**src/verilog/tpp_consts.vh**
```
// Constants for the period timer and system clock PWM block
`ifndef TPP_CONSTS_VH
`define TPP_CONSTS_VH

`define TPP_ADDR_COUNT      12'h000
`define TPP_ADDR_PERIOD     12'h004
`define TPP_ADDR_CONTROL    12'h008
`define TPP_ADDR_DUTY       12'h00C
`define TPP_ADDR_PHASE      12'h010
`define TPP_ADDR_MODE       12'h014
`define TPP_ADDR_FLAGS      12'h018
`define TPP_ADDR_STATUS     12'h01C

`define TPP_COUNT_RST       8'h00
`define TPP_PERIOD_RST      8'hFF
`define TPP_DUTY_RST        8'h00
`define TPP_PHASE_RST       8'h00
`define TPP_CTRL_RST        3'h0
`define TPP_MODE_RST        2'h0

`define TPP_RUN_BIT         2
`define TPP_PS_HI           1
`define TPP_PS_LO           0
`define TPP_CTRL_MASK       8'h07
`define TPP_FLAG_BIT        0
`define TPP_PSC_RST         4'h0
`define TPP_PSC_STEP        4'h1
`define TPP_COUNT_STEP      8'h01

`define TPP_MODE_ALONE      2'h0
`define TPP_MODE_MASTER     2'h1
`define TPP_MODE_SLAVE      2'h2

`define TPP_PS_DIV1         2'h0
`define TPP_PS_DIV4         2'h1
`define TPP_PS_DIV8         2'h2
`define TPP_PS_DIV16        2'h3
`define TPP_PSC_MAX1        4'h0
`define TPP_PSC_MAX4        4'h3
`define TPP_PSC_MAX8        4'h7
`define TPP_PSC_MAX16       4'hF

`define TPP_PHASE_IDLE      1'b0
`define TPP_PHASE_WAIT      1'b1

`endif

```
**src/verilog/tpp_timer_pwm.v**
```verilog
// Period timer with prescaler driving the converter system clock PWM
`timescale 1ns/1ns
`include "tpp_consts.vh"

module tpp_timer_pwm (
    input  wire        pclk,
    input  wire        presetn,
    input  wire        psel,
    input  wire        penable,
    input  wire        pwrite,
    input  wire [11:0] paddr,
    input  wire [31:0] pwdata,
    output reg  [31:0] prdata,
    output reg         pready,
    output reg         pslverr,
    input  wire        sleep,
    input  wire        sync_in,
    output reg         sync_out,
    output reg         sync_oe_n,
    output reg         sys_clock,
    output reg         period_match_flag
);

    reg  [7:0]  timer_count_ff;
    reg  [7:0]  period_value_ff;
    reg  [2:0]  timer_control_ff;
    reg  [7:0]  duty_buffer_ff;
    reg  [7:0]  duty_active_ff;
    reg  [7:0]  phase_buffer_ff;
    reg  [7:0]  phase_active_ff;
    reg  [1:0]  mode_ff;
    reg  [3:0]  psc_ff;
    reg         pwm_ff;
    reg         sync_in_d_ff;
    reg         phase_st_ff;
    reg  [7:0]  phase_cnt_ff;
    reg         slave_clk_ff;

    // Next-state values
    reg  [3:0]  nxt_psc;
    reg  [7:0]  nxt_timer_count;
    reg         nxt_match_flag;
    reg         nxt_pwm;
    reg         nxt_sys_clock;
    reg         nxt_sync_out;
    reg         nxt_sync_oe_n;
    reg  [31:0] nxt_prdata;

    // Write strobe for one register offset
    function reg_hit;
        input        wen;
        input [11:0] addr;
        input [11:0] target;
        begin
            reg_hit = wen && (addr == target);
        end
    endfunction

    wire        wr_en   = psel && penable && pwrite;
    wire        rd_en   = psel && !penable && !pwrite;
    wire        wr_cnt  = reg_hit(wr_en, paddr, `TPP_ADDR_COUNT);
    wire        wr_per  = reg_hit(wr_en, paddr, `TPP_ADDR_PERIOD);
    wire        wr_ctl  = reg_hit(wr_en, paddr, `TPP_ADDR_CONTROL);
    wire        wr_duty = reg_hit(wr_en, paddr, `TPP_ADDR_DUTY);
    wire        wr_phs  = reg_hit(wr_en, paddr, `TPP_ADDR_PHASE);
    wire        wr_mode = reg_hit(wr_en, paddr, `TPP_ADDR_MODE);
    wire        wr_flg  = reg_hit(wr_en, paddr, `TPP_ADDR_FLAGS);
    wire        running = timer_control_ff[`TPP_RUN_BIT] && !sleep;
    wire        is_slave  = (mode_ff == `TPP_MODE_SLAVE);
    wire        is_master = (mode_ff == `TPP_MODE_MASTER);

    // Zero-wait answer, raised once out of reset
    always @(posedge pclk or negedge presetn)
    begin
        if (!presetn)
        begin
            pready  <= 1'b0;
            pslverr <= 1'b0;
        end
        else
        begin
            pready  <= 1'b1;
            pslverr <= 1'b0;
        end
    end

    // Last prescaler count for a select code
    function [3:0] psc_max;
        input [1:0] sel;
        begin
            case (sel)
                `TPP_PS_DIV1:  psc_max = `TPP_PSC_MAX1;
                `TPP_PS_DIV4:  psc_max = `TPP_PSC_MAX4;
                `TPP_PS_DIV8:  psc_max = `TPP_PSC_MAX8;
                default:       psc_max = `TPP_PSC_MAX16;
            endcase
        end
    endfunction

    wire tick = running && (psc_ff == psc_max(timer_control_ff[`TPP_PS_HI:`TPP_PS_LO]));
    wire match = (timer_count_ff == period_value_ff);
    wire wrap  = tick && match;
    // Slave: rising edge of sync clock ORed with own wrap latches buffers
    wire sync_rise = is_slave && sync_in && !sync_in_d_ff;
    wire latch = wrap || (sync_rise && !sleep);

    // Next prescaler count
    always @*
    begin
        nxt_psc = psc_ff;
        if (wr_cnt || wr_ctl)
            nxt_psc = `TPP_PSC_RST;
        else if (tick)
            nxt_psc = `TPP_PSC_RST;
        else if (running)
            nxt_psc = psc_ff + `TPP_PSC_STEP;
    end

    // Prescaler
    always @(posedge pclk or negedge presetn)
    begin
        if (!presetn)
            psc_ff <= `TPP_PSC_RST;
        else
            psc_ff <= nxt_psc;
    end

    // Next count: software write beats wrap, wrap beats increment
    always @*
    begin
        nxt_timer_count = timer_count_ff;
        if (wr_cnt)
            nxt_timer_count = pwdata[7:0];
        else if (wrap)
            nxt_timer_count = `TPP_COUNT_RST;
        else if (tick)
            nxt_timer_count = timer_count_ff + `TPP_COUNT_STEP;
    end

    always @(posedge pclk or negedge presetn)
    begin
        if (!presetn)
            timer_count_ff <= `TPP_COUNT_RST;
        else
            timer_count_ff <= nxt_timer_count;
    end

    // Period value
    always @(posedge pclk or negedge presetn)
    begin
        if (!presetn)
            period_value_ff <= `TPP_PERIOD_RST;
        else if (wr_per)
            period_value_ff <= pwdata[7:0];
    end

    // Control; count is left alone
    always @(posedge pclk or negedge presetn)
    begin
        if (!presetn)
            timer_control_ff <= `TPP_CTRL_RST;
        else if (wr_ctl)
            timer_control_ff <= pwdata[2:0];
    end

    // Duty buffer, writable at any time
    always @(posedge pclk or negedge presetn)
    begin
        if (!presetn)
            duty_buffer_ff <= `TPP_DUTY_RST;
        else if (wr_duty)
            duty_buffer_ff <= pwdata[7:0];
    end

    // Phase buffer
    always @(posedge pclk or negedge presetn)
    begin
        if (!presetn)
            phase_buffer_ff <= `TPP_PHASE_RST;
        else if (wr_phs)
            phase_buffer_ff <= pwdata[7:0];
    end

    // Sync mode
    always @(posedge pclk or negedge presetn)
    begin
        if (!presetn)
            mode_ff <= `TPP_MODE_RST;
        else if (wr_mode)
            mode_ff <= pwdata[1:0];
    end

    // Active copies load only on a latch event
    always @(posedge pclk or negedge presetn)
    begin
        if (!presetn)
        begin
            duty_active_ff  <= `TPP_DUTY_RST;
            phase_active_ff <= `TPP_PHASE_RST;
        end
        else if (latch)
        begin
            duty_active_ff  <= duty_buffer_ff;
            phase_active_ff <= phase_buffer_ff;
        end
    end

    // Match flag: hardware set wins over software clear
    always @*
    begin
        nxt_match_flag = period_match_flag;
        if (wrap)
            nxt_match_flag = 1'b1;
        else if (wr_flg && pwdata[`TPP_FLAG_BIT])
            nxt_match_flag = 1'b0;
    end

    always @(posedge pclk or negedge presetn)
    begin
        if (!presetn)
            period_match_flag <= 1'b0;
        else
            period_match_flag <= nxt_match_flag;
    end

    // Own PWM: high from period start until count reaches active duty
    always @*
    begin
        nxt_pwm = pwm_ff;
        if (sleep)
            nxt_pwm = pwm_ff;
        else if (!timer_control_ff[`TPP_RUN_BIT])
            nxt_pwm = 1'b0;
        else if (wrap)
            nxt_pwm = (duty_buffer_ff != `TPP_DUTY_RST);
        else if (tick && (timer_count_ff + `TPP_COUNT_STEP == duty_active_ff))
            nxt_pwm = 1'b0;
        else if (timer_count_ff == duty_active_ff)
            nxt_pwm = 1'b0;
    end

    always @(posedge pclk or negedge presetn)
    begin
        if (!presetn)
            pwm_ff <= 1'b0;
        else
            pwm_ff <= nxt_pwm;
    end

    // Slave phase placement after master edge
    always @(posedge pclk or negedge presetn)
    begin
        if (!presetn)
        begin
            sync_in_d_ff <= 1'b1;
            phase_st_ff  <= `TPP_PHASE_IDLE;
            phase_cnt_ff <= 8'h00;
            slave_clk_ff <= 1'b0;
        end
        else if (!sleep)
        begin
            sync_in_d_ff <= sync_in;
            case (phase_st_ff)
                `TPP_PHASE_IDLE:
                begin
                    if (sync_rise)
                    begin
                        phase_st_ff  <= `TPP_PHASE_WAIT;
                        phase_cnt_ff <= 8'h00;
                        slave_clk_ff <= 1'b0;
                    end
                    else if (tick && phase_cnt_ff + 8'h01 >= duty_active_ff)
                        slave_clk_ff <= 1'b0;
                    else if (tick)
                        phase_cnt_ff <= phase_cnt_ff + 8'h01;
                end
                `TPP_PHASE_WAIT:
                begin
                    if (phase_cnt_ff >= phase_active_ff)
                    begin
                        phase_st_ff  <= `TPP_PHASE_IDLE;
                        phase_cnt_ff <= 8'h00;
                        slave_clk_ff <= (duty_active_ff != 8'h00);
                    end
                    else if (tick)
                        phase_cnt_ff <= phase_cnt_ff + 8'h01;
                end
                default:
                    phase_st_ff <= `TPP_PHASE_IDLE;
            endcase
        end
    end

    // System clock and sync pin hold their level in sleep
    always @*
    begin
        nxt_sys_clock = sys_clock;
        nxt_sync_out  = sync_out;
        nxt_sync_oe_n = sync_oe_n;
        if (!sleep)
        begin
            nxt_sys_clock = is_slave ? (slave_clk_ff | pwm_ff) : pwm_ff;
            nxt_sync_out  = pwm_ff;
            nxt_sync_oe_n = !is_master;
        end
    end

    // System clock and sync pin
    always @(posedge pclk or negedge presetn)
    begin
        if (!presetn)
        begin
            sys_clock <= 1'b0;
            sync_out  <= 1'b0;
            sync_oe_n <= 1'b1;
        end
        else
        begin
            sys_clock <= nxt_sys_clock;
            sync_out  <= nxt_sync_out;
            sync_oe_n <= nxt_sync_oe_n;
        end
    end

    // Read mux; unmapped offsets read zero
    always @*
    begin
        nxt_prdata = prdata;
        if (rd_en)
        begin
            case (paddr)
                `TPP_ADDR_COUNT:   nxt_prdata = {24'h0, timer_count_ff};
                `TPP_ADDR_PERIOD:  nxt_prdata = {24'h0, period_value_ff};
                `TPP_ADDR_CONTROL: nxt_prdata = {29'h0, timer_control_ff};
                `TPP_ADDR_DUTY:    nxt_prdata = {24'h0, duty_buffer_ff};
                `TPP_ADDR_PHASE:   nxt_prdata = {24'h0, phase_buffer_ff};
                `TPP_ADDR_MODE:    nxt_prdata = {30'h0, mode_ff};
                `TPP_ADDR_FLAGS:   nxt_prdata = {31'h0, period_match_flag};
                `TPP_ADDR_STATUS:  nxt_prdata = {16'h0, phase_active_ff, duty_active_ff};
                default:           nxt_prdata = 32'h0000_0000;
            endcase
        end
    end

    // APB read data captured in setup phase, held until the next read
    always @(posedge pclk or negedge presetn)
    begin
        if (!presetn)
            prdata <= 32'h0000_0000;
        else
            prdata <= nxt_prdata;
    end

endmodule // tpp_timer_pwm

```
**config.mk**
```make
export PLATFORM = sky130hd
export DESIGN_NAME = tpp_timer_pwm
export DESIGN_NICKNAME = d
export VERILOG_FILES = /design/src/verilog/tpp_timer_pwm.v
export VERILOG_INCLUDE_DIRS = /design/src /design/src/verilog
export SDC_FILE = /design/constraint.sdc
export NUM_CORES = 1
export LEC_CHECK = 0
export ABC_AREA = 1
export BUFFER_PORTS_ARGS = -buffer_cell sky130_fd_sc_hd__buf_2
export CAP_MARGIN = 25
export CORE_AREA = 2 2 101 103
export CTS_CLUSTER_SIZE = 40
export DETAILED_ROUTE_END_ITERATION = 10
export DIE_AREA = 0 0 103 105
export HOLD_SLACK_MARGIN = 0.12
export PLACE_DENSITY = 0.91
export SKIP_CTS_REPAIR_TIMING = 1
export SLEW_MARGIN = 20
export SYNTH_ARGS = -nofsm -noshare
export SYNTH_HDL_FRONTEND = slang
export SYNTH_SLANG_ARGS = --single-unit
```
**constraint.sdc**
```tcl
create_clock -name pclk -period 3.1 [get_ports pclk]
set_input_delay 0.465 -clock pclk [delete_from_list [all_inputs] [get_ports pclk]]
set_output_delay 0.465 -clock pclk [all_outputs]
set_load 0.1 [all_outputs]
```
Word-level counts from Yosys, hierarchy flattened
Cells that the tools add are included.

Input bits: 51. Register bits after elaboration: 106. Output and inout port bits: 38.

Reductions and logical operators: 37. Add/sub/neg operators: 3. Bitwise operators: 3. Order comparisons: 2. Eq/ne operators: 19. Multiplexer cells: 27.

Operator list (count): $pmux 16 s8 (1); $mux 8 (7); $eq 12x5->1 const B (4); $eq 12x4->1 const B (2); $eq 8x8->1 (3); $logic_and 1x1->1 (20); $add 8x1->8 const B (2); $ge 8x8->1 (2); $pmux 8 s2 (1); $reduce_bool 8->1 (2); $eq 12x3->1 const B (1); $logic_not 12->1 (1); $mux 1 (12); $mux 4 (3); $pmux 4 s3 (1); $ne 3x3->1 const B (2); $reduce_bool 3->1 (2); $logic_not 1->1 (5); $add 4x1->4 const B (1); $eq 2x1->1 const B (2); $eq 2x2->1 const B (2); $eq 4x4->1 (1); $ne 4x1->1 const B (1); $pmux 1 s2 (2); other kinds (8) (11).

Depth between registers and ports, before layout
Gate-level depths: netlist of run 1.

Word-level depth: 8. Gate-level depth with buffers: 17. Mapped depth without buffers: 16.

Worst setup path before layout of run 1
OpenSTA, ideal clock, no wires.

Path type: reg-to-reg. Start point: register phase_cnt_ff[2]. End point: register phase_cnt_ff[5]. Path slack: 724 ps. Path buffers: 1. Arrival: 2257 ps. Clock period less this slack: 2376 ps. Stages on the path, launching flop included: 17. Cells stage by stage: dfrtp_1 -> inv_1 -> nor3_1 -> nand3_1 -> nor2_1 -> nand2_1 -> xor2_1 -> ha_1 -> nand2_1 -> inv_1 -> nor3_1 -> nand3_1 -> nand2_1 -> nand2_2 -> buf_6 -> o21ai_0 -> nor2_1.

Word-level cells in the longest chain between the ends: 5. Elaborated cells on any way between the ends: 11. Classes of those cells: 1 x add/sub; 2 x order compare; 1 x eq/ne; 5 x mux; 2 x reduce/logical.

Ends and longest elaborated chain: from (decl) (line tpp_timer_pwm.v:36) `reg [7:0] phase_cnt_ff;`; from (signal assigned) (line tpp_timer_pwm.v:275) `phase_cnt_ff <= phase_cnt_ff + 8'h01;`; from (signal assigned) (line tpp_timer_pwm.v:286) `phase_cnt_ff <= phase_cnt_ff + 8'h01;`; $add 8x1->8 (line tpp_timer_pwm.v:272, tpp_timer_pwm.v:275, tpp_timer_pwm.v:286); $ge 8x8->1 / $mux 8 (equally long branches) (line tpp_timer_pwm.v:272, tpp_timer_pwm.v:274, tpp_timer_pwm.v:285); $logic_and 1x1->1 / $mux 8 (equally long branches) (line tpp_timer_pwm.v:272) `else if (tick && phase_cnt_ff + 8'h01 >= duty_active_ff)`; $ne 3x3->1 (no line) / $mux 8 (equally long branches); $reduce_and 2->1 (no line) / $pmux 8 s2 (equally long branches).

Parallel ways exist; a longest one is shown, timed or not. The select of a mux whose other input is x is not followed. A chain may end at the register's enable or synchronous reset.

Worst setup path after layout of run 1
Ends and elaborated chain as after synthesis.

==> metrics.md, run 1 <==
| Metric | Value |
|---|---|
| Worst VDD drop | `0.000205 V` |
| Placed cell count | `861` |
| Fin crit share | `90.8%` |
| Area grow syn2layout | `9.01%` |
| Critical path peak fanout | `14` |
| GRT Overall Usage | `24.7%` |
| Final nets | `810` |
| Routability cong. | `0.916` |
| Vias per Instance | `5.44` |
| DIE AREA | `0.0108 mm^2` |
| Worst EP arrival | `3.09 ns` |
| Placed cell areas | `0.00570 mm^2` |
| CTS Buf Count | `9` |
| Static leakage | `0.00304 uW` |
| Count leader, synth | `nand2_1` |
| CTS tree | `yes` |
| Pin count of the biggest net entering global routing | `52` |
| Sink Count | `90` |
| Die span in x | `103 um` |
| Share of layout cells above drive strength 1 | `17.0%` |
| Sequential area share after synthesis | `41.6%` |
| Post-route insts no fill | `878` |
| CP Class | `flip-flop to flip-flop` |
| Reg2reg start | `phase_cnt_ff[2]` |
| Worst slew pin tran | `0.763 ns` |
| Hold Path Class | `input pin to flip-flop` |
| Cell area after layout | `0.00594 mm^2` |
| Register area | `0.00226 mm^2` |
| Synth warn | `0` |
| Antenna viol nets, final | `0` |
| Slew HR | `49.1%` |
| Leading area contributor after synthesis | `dfrtp_1` |
| Hold Fails Final Rpt | `0` |
| Mapped Area | `0.00545 mm^2` |
| Slew Limit Fails | `0` |
| WP data required | `3.38 ns` |
| I/O pin count | `89` |
| TritonRoute pass-1 iters | `5` |
| Setup crit end kind | `flip-flop` |
| Total of max-cap violations | `0` |
| Leading post-synthesis cells by cell area | `dfrtp_1 (37%), nand2_1 (14%), inv_1 (5.6%), o21ai_0 (4.9%), dfstp_2 (4.8%)` |
| Filler Cells Inserted | `849` |
| Post-synth EDFFs | `0` |
| First DRT Iteration DRCs | `355` |
| Clk buf depth | `2` |
| Total Wirelength | `12.8 mm` |
| Initial Util | `56.5%` |
| Outcome | `completed` |
| Crit start category | `flip-flop` |
| Reg clk slew, reported paths | `0.11 ns` |
| RSZ-0062 raised after global routing | `true` |
| Number of port buffers | `47` |
| CTS H-tree lvls | `3` |
| Vias in the first global route | `4,403` |
| DP HPWL | `9.41 mm` |
| Area occupied by multi-input gates | `0.00266 mm^2` |
| Gr ovfl total | `0` |
| Critical path startpoint | `phase_cnt_ff[2]` |
| Final min period | `2.82 ns` |
| Worst Hold Launch | `sync_in` |
| Prevailing post-synth register cell | `dfrtp_1` |
| Core Box Area | `0.00964 mm^2` |
| Post-Syn Instances | `694` |
| Max Fclk | `355 MHz` |
| Root buffer cell | `clkbuf_8` |
| Synth top area share | `36.8%` |
| Power Density | `411 mW/mm^2` |
| Fin Setup TNS | `0 ns` |
| DRC | `0` |
| Global-route wire length before repair | `20.9 mm` |
| Die height | `105 um` |
| Most frequent cells after synthesis | `nand2_1 (197), inv_1 (81), dfrtp_1 (80)` |
| Via count | `4,780` |
| Setup Skew | `0.0159 ns` |
| Drt wl/cell | `14.6 um` |
| FFs w/ async S/R, synth | `100%` |
| Diodes inserted | `0` |
| Netlist cell types | `42` |
| Syn_area_per_cell | `7.85 um^2` |
| Final setup fails | `0` |
| Cell Rows | `36` |
| Seq cells post-synth | `90` |
| Insertion delay to the later sink of the worst-skew pair | `0.38 ns` |
| Initial antenna violation count | `0` |
[sequential cells by signal, summed over array words and instances, names as in the netlist, 2 cells and up]
name and cells:
phase_buffer_ff 8, prdata 16, timer_count_ff 8, phase_cnt_ff 8, timer_control_ff 3, mode_ff 2, duty_buffer_ff 8, duty_active_ff 8
period_value_ff 8, phase_active_ff 8, psc_ff 4
[power breakdown]
group          leakage (uW)  switching (uW)  internal (uW)
logic               0.00180             255           71.4
registers           0.00113            25.0           1210
clock network      0.000111             485            396
[metrics by stage]
| stage | power, uW | hold slack, ns | util, % | setup WS, ns |
|---|---|---|---|---|
| 2_1_floorplan | 1500 | 0.169 | - | 0.724 |
| 3_3_place_gp | 1560 | 0.461 | 58.9 | 0.469 |
| 3_5_place_dp | 1570 | 0.454 | 59.2 | 0.355 |
| 4_1_cts | 2430 | 0.0507 | 61.4 | 0.229 |
| 5_1_grt | 2520 | 0.353 | 61.6 | -0.0266 |
| 6_report | 2440 | 0.320 | 61.6 | 0.284 |
[final timing paths]
check                                    end  slack [ns]  depth (start not counted)
max reg2reg                  phase_cnt_ff[5]        0.28                         15
min in group asynchronous          prdata[1]        0.58                          2
max in group asynchronous  duty_buffer_ff[6]        1.90                          3
max                          phase_cnt_ff[5]        0.28                         15
min reg2reg                        sync_oe_n        0.48                          1
min                             sync_in_d_ff        0.32                          3
[worst max-delay path: stages (launching register included)]
cell and delay, ns:
dfrtp_1 0.42, inv_1 0.09, nor3_2 0.25, nand3_1 0.18, nor2_1 0.15, nand2_1 0.08, xor2_1 0.20, ha_1 0.29
nand2_1 0.11, nor2_1 0.06, nor3_1 0.18, nand3_1 0.14, nand2_1 0.13, nand2_2 0.17, o21ai_0 0.20, nor2_1 0.07
[layout make-up]
| class | instances | share of cell area [%] |
|---|---|---|
| clock buffer | 9 | 2.09 |
| clock inverter | 7 | 1.60 |
| inverter | 88 | 5.65 |
| multi-input combinational | 500 | 44.8 |
| sequential | 90 | 38.2 |
| tap | 133 | 2.80 |
| timing repair buffer | 51 | 4.89 |
[per-layer routing]
| metal | part of all wire (%) | track usage [%] | routed length, um |
|---|---|---|---|
| met2 | 47 | 39.3 | 6010 |
| met1 | 43 | 33.4 | 5550 |
| met5 | 0 | 0 | 0 |
| met3 | 7.1 | 4.68 | 908 |
| met4 | 2.5 | 8.74 | 316 |
[cells in the final DEF (no fill, tap or decap), types with 18 or more instances in the layout]
cell type,count
o21ai_2,19
ha_1,19
inv_1,81
nor2_1,53
conb_1,18
dfrtp_1,80
nand2_1,197
o21ai_0,53
buf_2,46
nand3_1,35
[logic make-up (layout without fill, tap and decap cells)]
group	after synthesis	count (layout)	synth area share (%)
buf+inv	120	155	10.8
flops	90	90	41.6
fa+ha+maj	19	19	4.37
other cells	2	18	0.138
compound gates	110	110	12.5
simple gates	331	331	27.1
xor+xnor	22	22	3.54
Note: power is estimated with default switching activity, not from simulation.
==> run 2, diff against run 1 <==
--- a/config.mk
+++ b/config.mk
@@ -9,12 +9,12 @@
 export ABC_AREA = 1
 export BUFFER_PORTS_ARGS = -buffer_cell sky130_fd_sc_hd__buf_2
 export CAP_MARGIN = 25
-export CORE_AREA = 2 2 101 103
+export CORE_AREA = 2 2 105 107
 export CTS_CLUSTER_SIZE = 40
 export DETAILED_ROUTE_END_ITERATION = 10
-export DIE_AREA = 0 0 103 105
+export DIE_AREA = 0 0 107 109
 export HOLD_SLACK_MARGIN = 0.12
-export PLACE_DENSITY = 0.91
+export PLACE_DENSITY = 0.86
 export SKIP_CTS_REPAIR_TIMING = 1
 export SLEW_MARGIN = 20
 export SYNTH_ARGS = -nofsm -noshare
==> run 2 against run 1 <==
Maximum frequency is 3.1% higher. Sequential share of layout area about the same. Hold slack gained 0.012 ns. Routed wire length decreased by 2.5%. Critical path type unchanged.
==> metrics.md, run 2 (synthesized netlist as in run 1, its figures left out) <==
| Metric | Value |
|---|---|
| Outcome | `completed (unchanged)` |
| Worst slew pin tran | `0.763 ns (about the same)` |
| Hold EP | `sync_in_d_ff (unchanged)` |
| Critical path startpoint | `phase_cnt_ff[0] (was phase_cnt_ff[2])` |
| Filler Cells Inserted | `978 (was 849)` |
| Most common cell after layout, fill and taps aside | `nand2_1 (unchanged)` |
| Final setup fails | `0 (unchanged)` |
| Final nets | `808 (was 810)` |
| Via count | `4,677 (was 4,780)` |
| Core Box Area | `0.0106 mm^2 (was 0.00964 mm^2)` |
| DIE AREA | `0.0117 mm^2 (was 0.0108 mm^2)` |
| Slew Limit Fails | `0 (unchanged)` |
| Reg clk slew, reported paths | `0.10 ns (was 0.11 ns)` |
| CP Class | `flip-flop to flip-flop (unchanged)` |
| Cell area after layout | `0.00593 mm^2 (was 0.00594 mm^2)` |
| Biggest register | `prdata (unchanged)` |
| Max Fclk | `366 MHz (was 355 MHz)` |
| Power Density | `418 mW/mm^2 (was 411 mW/mm^2)` |
| Vias per Instance | `5.30 (was 5.44)` |
| Insertion delay to the later sink of the worst-skew pair | `0.37 ns (was 0.38 ns)` |
| Worst EP arrival | `2.99 ns (was 3.09 ns)` |
| Critical path peak fanout | `14 (unchanged)` |
| Die span in x | `107 um (was 103 um)` |
| Crit start category | `flip-flop (unchanged)` |
| Vias in the first global route | `4,360 (was 4,403)` |
| Slew HR | `49.1% (about the same)` |
| Hold path depth | `3 (unchanged)` |
| CTS tree | `yes (unchanged)` |
| TritonRoute pass-1 iters | `5 (unchanged)` |
| CTS H-tree lvls | `3 (unchanged)` |
| Routability cong. | `0.883 (was 0.916)` |
| Area occupied by multi-input gates | `0.00266 mm^2 (about the same)` |
| Number of port buffers | `47 (unchanged)` |
| Clk pwr share | `37.8% (was 36.1%)` |
| Die height | `109 um (was 105 um)` |
| WP data required | `3.36 ns (was 3.38 ns)` |
| Pin count of the biggest net entering global routing | `51 (was 52)` |
| Final min period | `2.73 ns (was 2.82 ns)` |
| Cell-internal power | `1760 uW (was 1670 uW)` |
| Commonest cells after routing, fill and taps aside | `nand2_1 (197), inv_1 (81), dfrtp_1 (80) (unchanged)` |
| Post-route insts no fill | `883 (was 878)` |
| Cells on worst reg2reg path | `15 (unchanged)` |
| Drt wl/cell | `14.1 um (was 14.6 um)` |
| Max reg flops | `16 (unchanged)` |
| Reg power frac | `49.4% (was 50.5%)` |
| Setup Skew | `0.0165 ns (was 0.0159 ns)` |
| Cell Rows | `38 (was 36)` |
| Total Wirelength | `12.5 mm (was 12.8 mm)` |
| Setup crit end kind | `flip-flop (unchanged)` |
| Global-route wire length before repair | `20.9 mm (about the same)` |
| Worst reg2reg endpoint | `phase_cnt_ff[7] (was phase_cnt_ff[5])` |
| Placed cell count | `866 (was 861)` |
| Fin crit share | `88.1% (was 90.8%)` |
| Share of layout cells above drive strength 1 | `16.7% (was 17.0%)` |
| RSZ-0062 raised after global routing | `false (was true)` |
| CTS Buf Count | `9 (unchanged)` |
| Area grow syn2layout | `8.96% (was 9.01%)` |
| DRC | `0 (unchanged)` |
| Hold Path Class | `input pin to flip-flop (unchanged)` |
| Gr ovfl total | `0 (unchanged)` |
| Hold Fails Final Rpt | `0 (unchanged)` |
| Sw Share | `29.0% (was 31.3%)` |
| Reg2reg start | `phase_cnt_ff[0] (was phase_cnt_ff[2])` |
| Fin Setup TNS | `0 ns (unchanged)` |
| Worst VDD drop | `0.000261 V (was 0.000205 V)` |
| Total of max-cap violations | `0 (unchanged)` |
| Static leakage | `0.00304 uW (about the same)` |
| Root buffer cell | `clkbuf_8 (unchanged)` |
| Net switching power | `720 uW (was 764 uW)` |
| Worst Hold Launch | `sync_in (unchanged)` |
| Antenna viol nets, final | `0 (unchanged)` |
| Initial antenna violation count | `0 (unchanged)` |
| Sink Count | `90 (unchanged)` |
| DP HPWL | `9.22 mm (was 9.41 mm)` |
| I/O pin count | `89 (unchanged)` |
| Post-layout util | `56.0% (was 61.6%)` |
| Initial Util | `51.4% (was 56.5%)` |
| R2r setup slk | `0.37 ns (was 0.28 ns)` |
| Clk buf depth | `2 (unchanged)` |
| Diodes inserted | `0 (unchanged)` |
| First DRT Iteration DRCs | `255 (was 355)` |
| GRT Overall Usage | `22.7% (was 24.7%)` |
| Gate power share | `12.8% (was 13.4%)` |
| Placed cell areas | `0.00569 mm^2 (was 0.00570 mm^2)` |
| Register area | `0.00226 mm^2 (unchanged)` |
| Minimum hold slack | `0.332 ns (was 0.320 ns)` |
==> run 2: changes by cell type in the layout (fill, tap and decap cells not counted), sizes merged <==
| cell | change |
|---|---|
| buf | -2 |
| clkinv | -1 |
| clkbuf | +1 |
| inv | -1 |
| bufinv | +1 |
==> run 2: worst max-delay path by stage <==
stage | end | slack [ns] | cells past startpoint
2_1_floorplan | phase_cnt_ff[5] | 0.72 | 16
3_3_place_gp | phase_cnt_ff[7] | 0.45 | 15
3_5_place_dp | phase_cnt_ff[7] | 0.40 | 15
4_1_cts | phase_cnt_ff[7] | 0.37 | 15
5_1_grt | phase_cnt_ff[7] | 0.009 | 15
6_report | phase_cnt_ff[7] | 0.37 | 15
==> run 2: through the flow <==
| stage | power, uW | setup slack (ns) |
|---|---|---|
| floorplan | 1500 | 0.724 |
| global placement | 1560 | 0.454 |
| detailed placement | 1570 | 0.404 |
| CTS | 2500 | 0.369 |
| global route | 2580 | 0.00857 |
| finish | 2480 | 0.369 |
==> run 2: power by group through the flow <==
stage	registers (uW)	logic (uW)	clock network (uW)
floorplan	1260	232	0
detailed placement	1250	315	0
global placement	1250	310	0
CTS	1230	317	951
finish	1230	318	937
global route	1230	350	998
==> run 2: critical path, stage by stage, from the launching register on <==
cell	delay [ns]
dfrtp_1	0.43
inv_1	0.09
nor3_1	0.28
nand3_1	0.17
nor2_1	0.12
nand2_1	0.07
xor2_1	0.18
ha_1	0.27
nand2_1	0.09
nor2_1	0.05
nor3_1	0.16
nand3_1	0.13
nand2_1	0.13
nand2_2	0.17
o21ai_0	0.23
nor2_1	0.06
==> run 2: area by class of cell <==
type                       instances  area share [%]
sequential                        90            38.2
inverter                          88            5.65
multi-input combinational        500            44.7
clock inverter                     6            1.64
timing repair buffer              49            4.51
clock buffer                      10            2.32
tap                              140            2.95
==> run 2: routing by layer <==
layer	vias up	track usage, %	share of wire [%]	wire, um
met5	-	0	0	0
met4	0	8.44	2.2	274
met3	23	3.65	6.2	771
met2	172	36.7	46	5740
met1	2183	31.1	46	5670
li1	2299	-	-	-
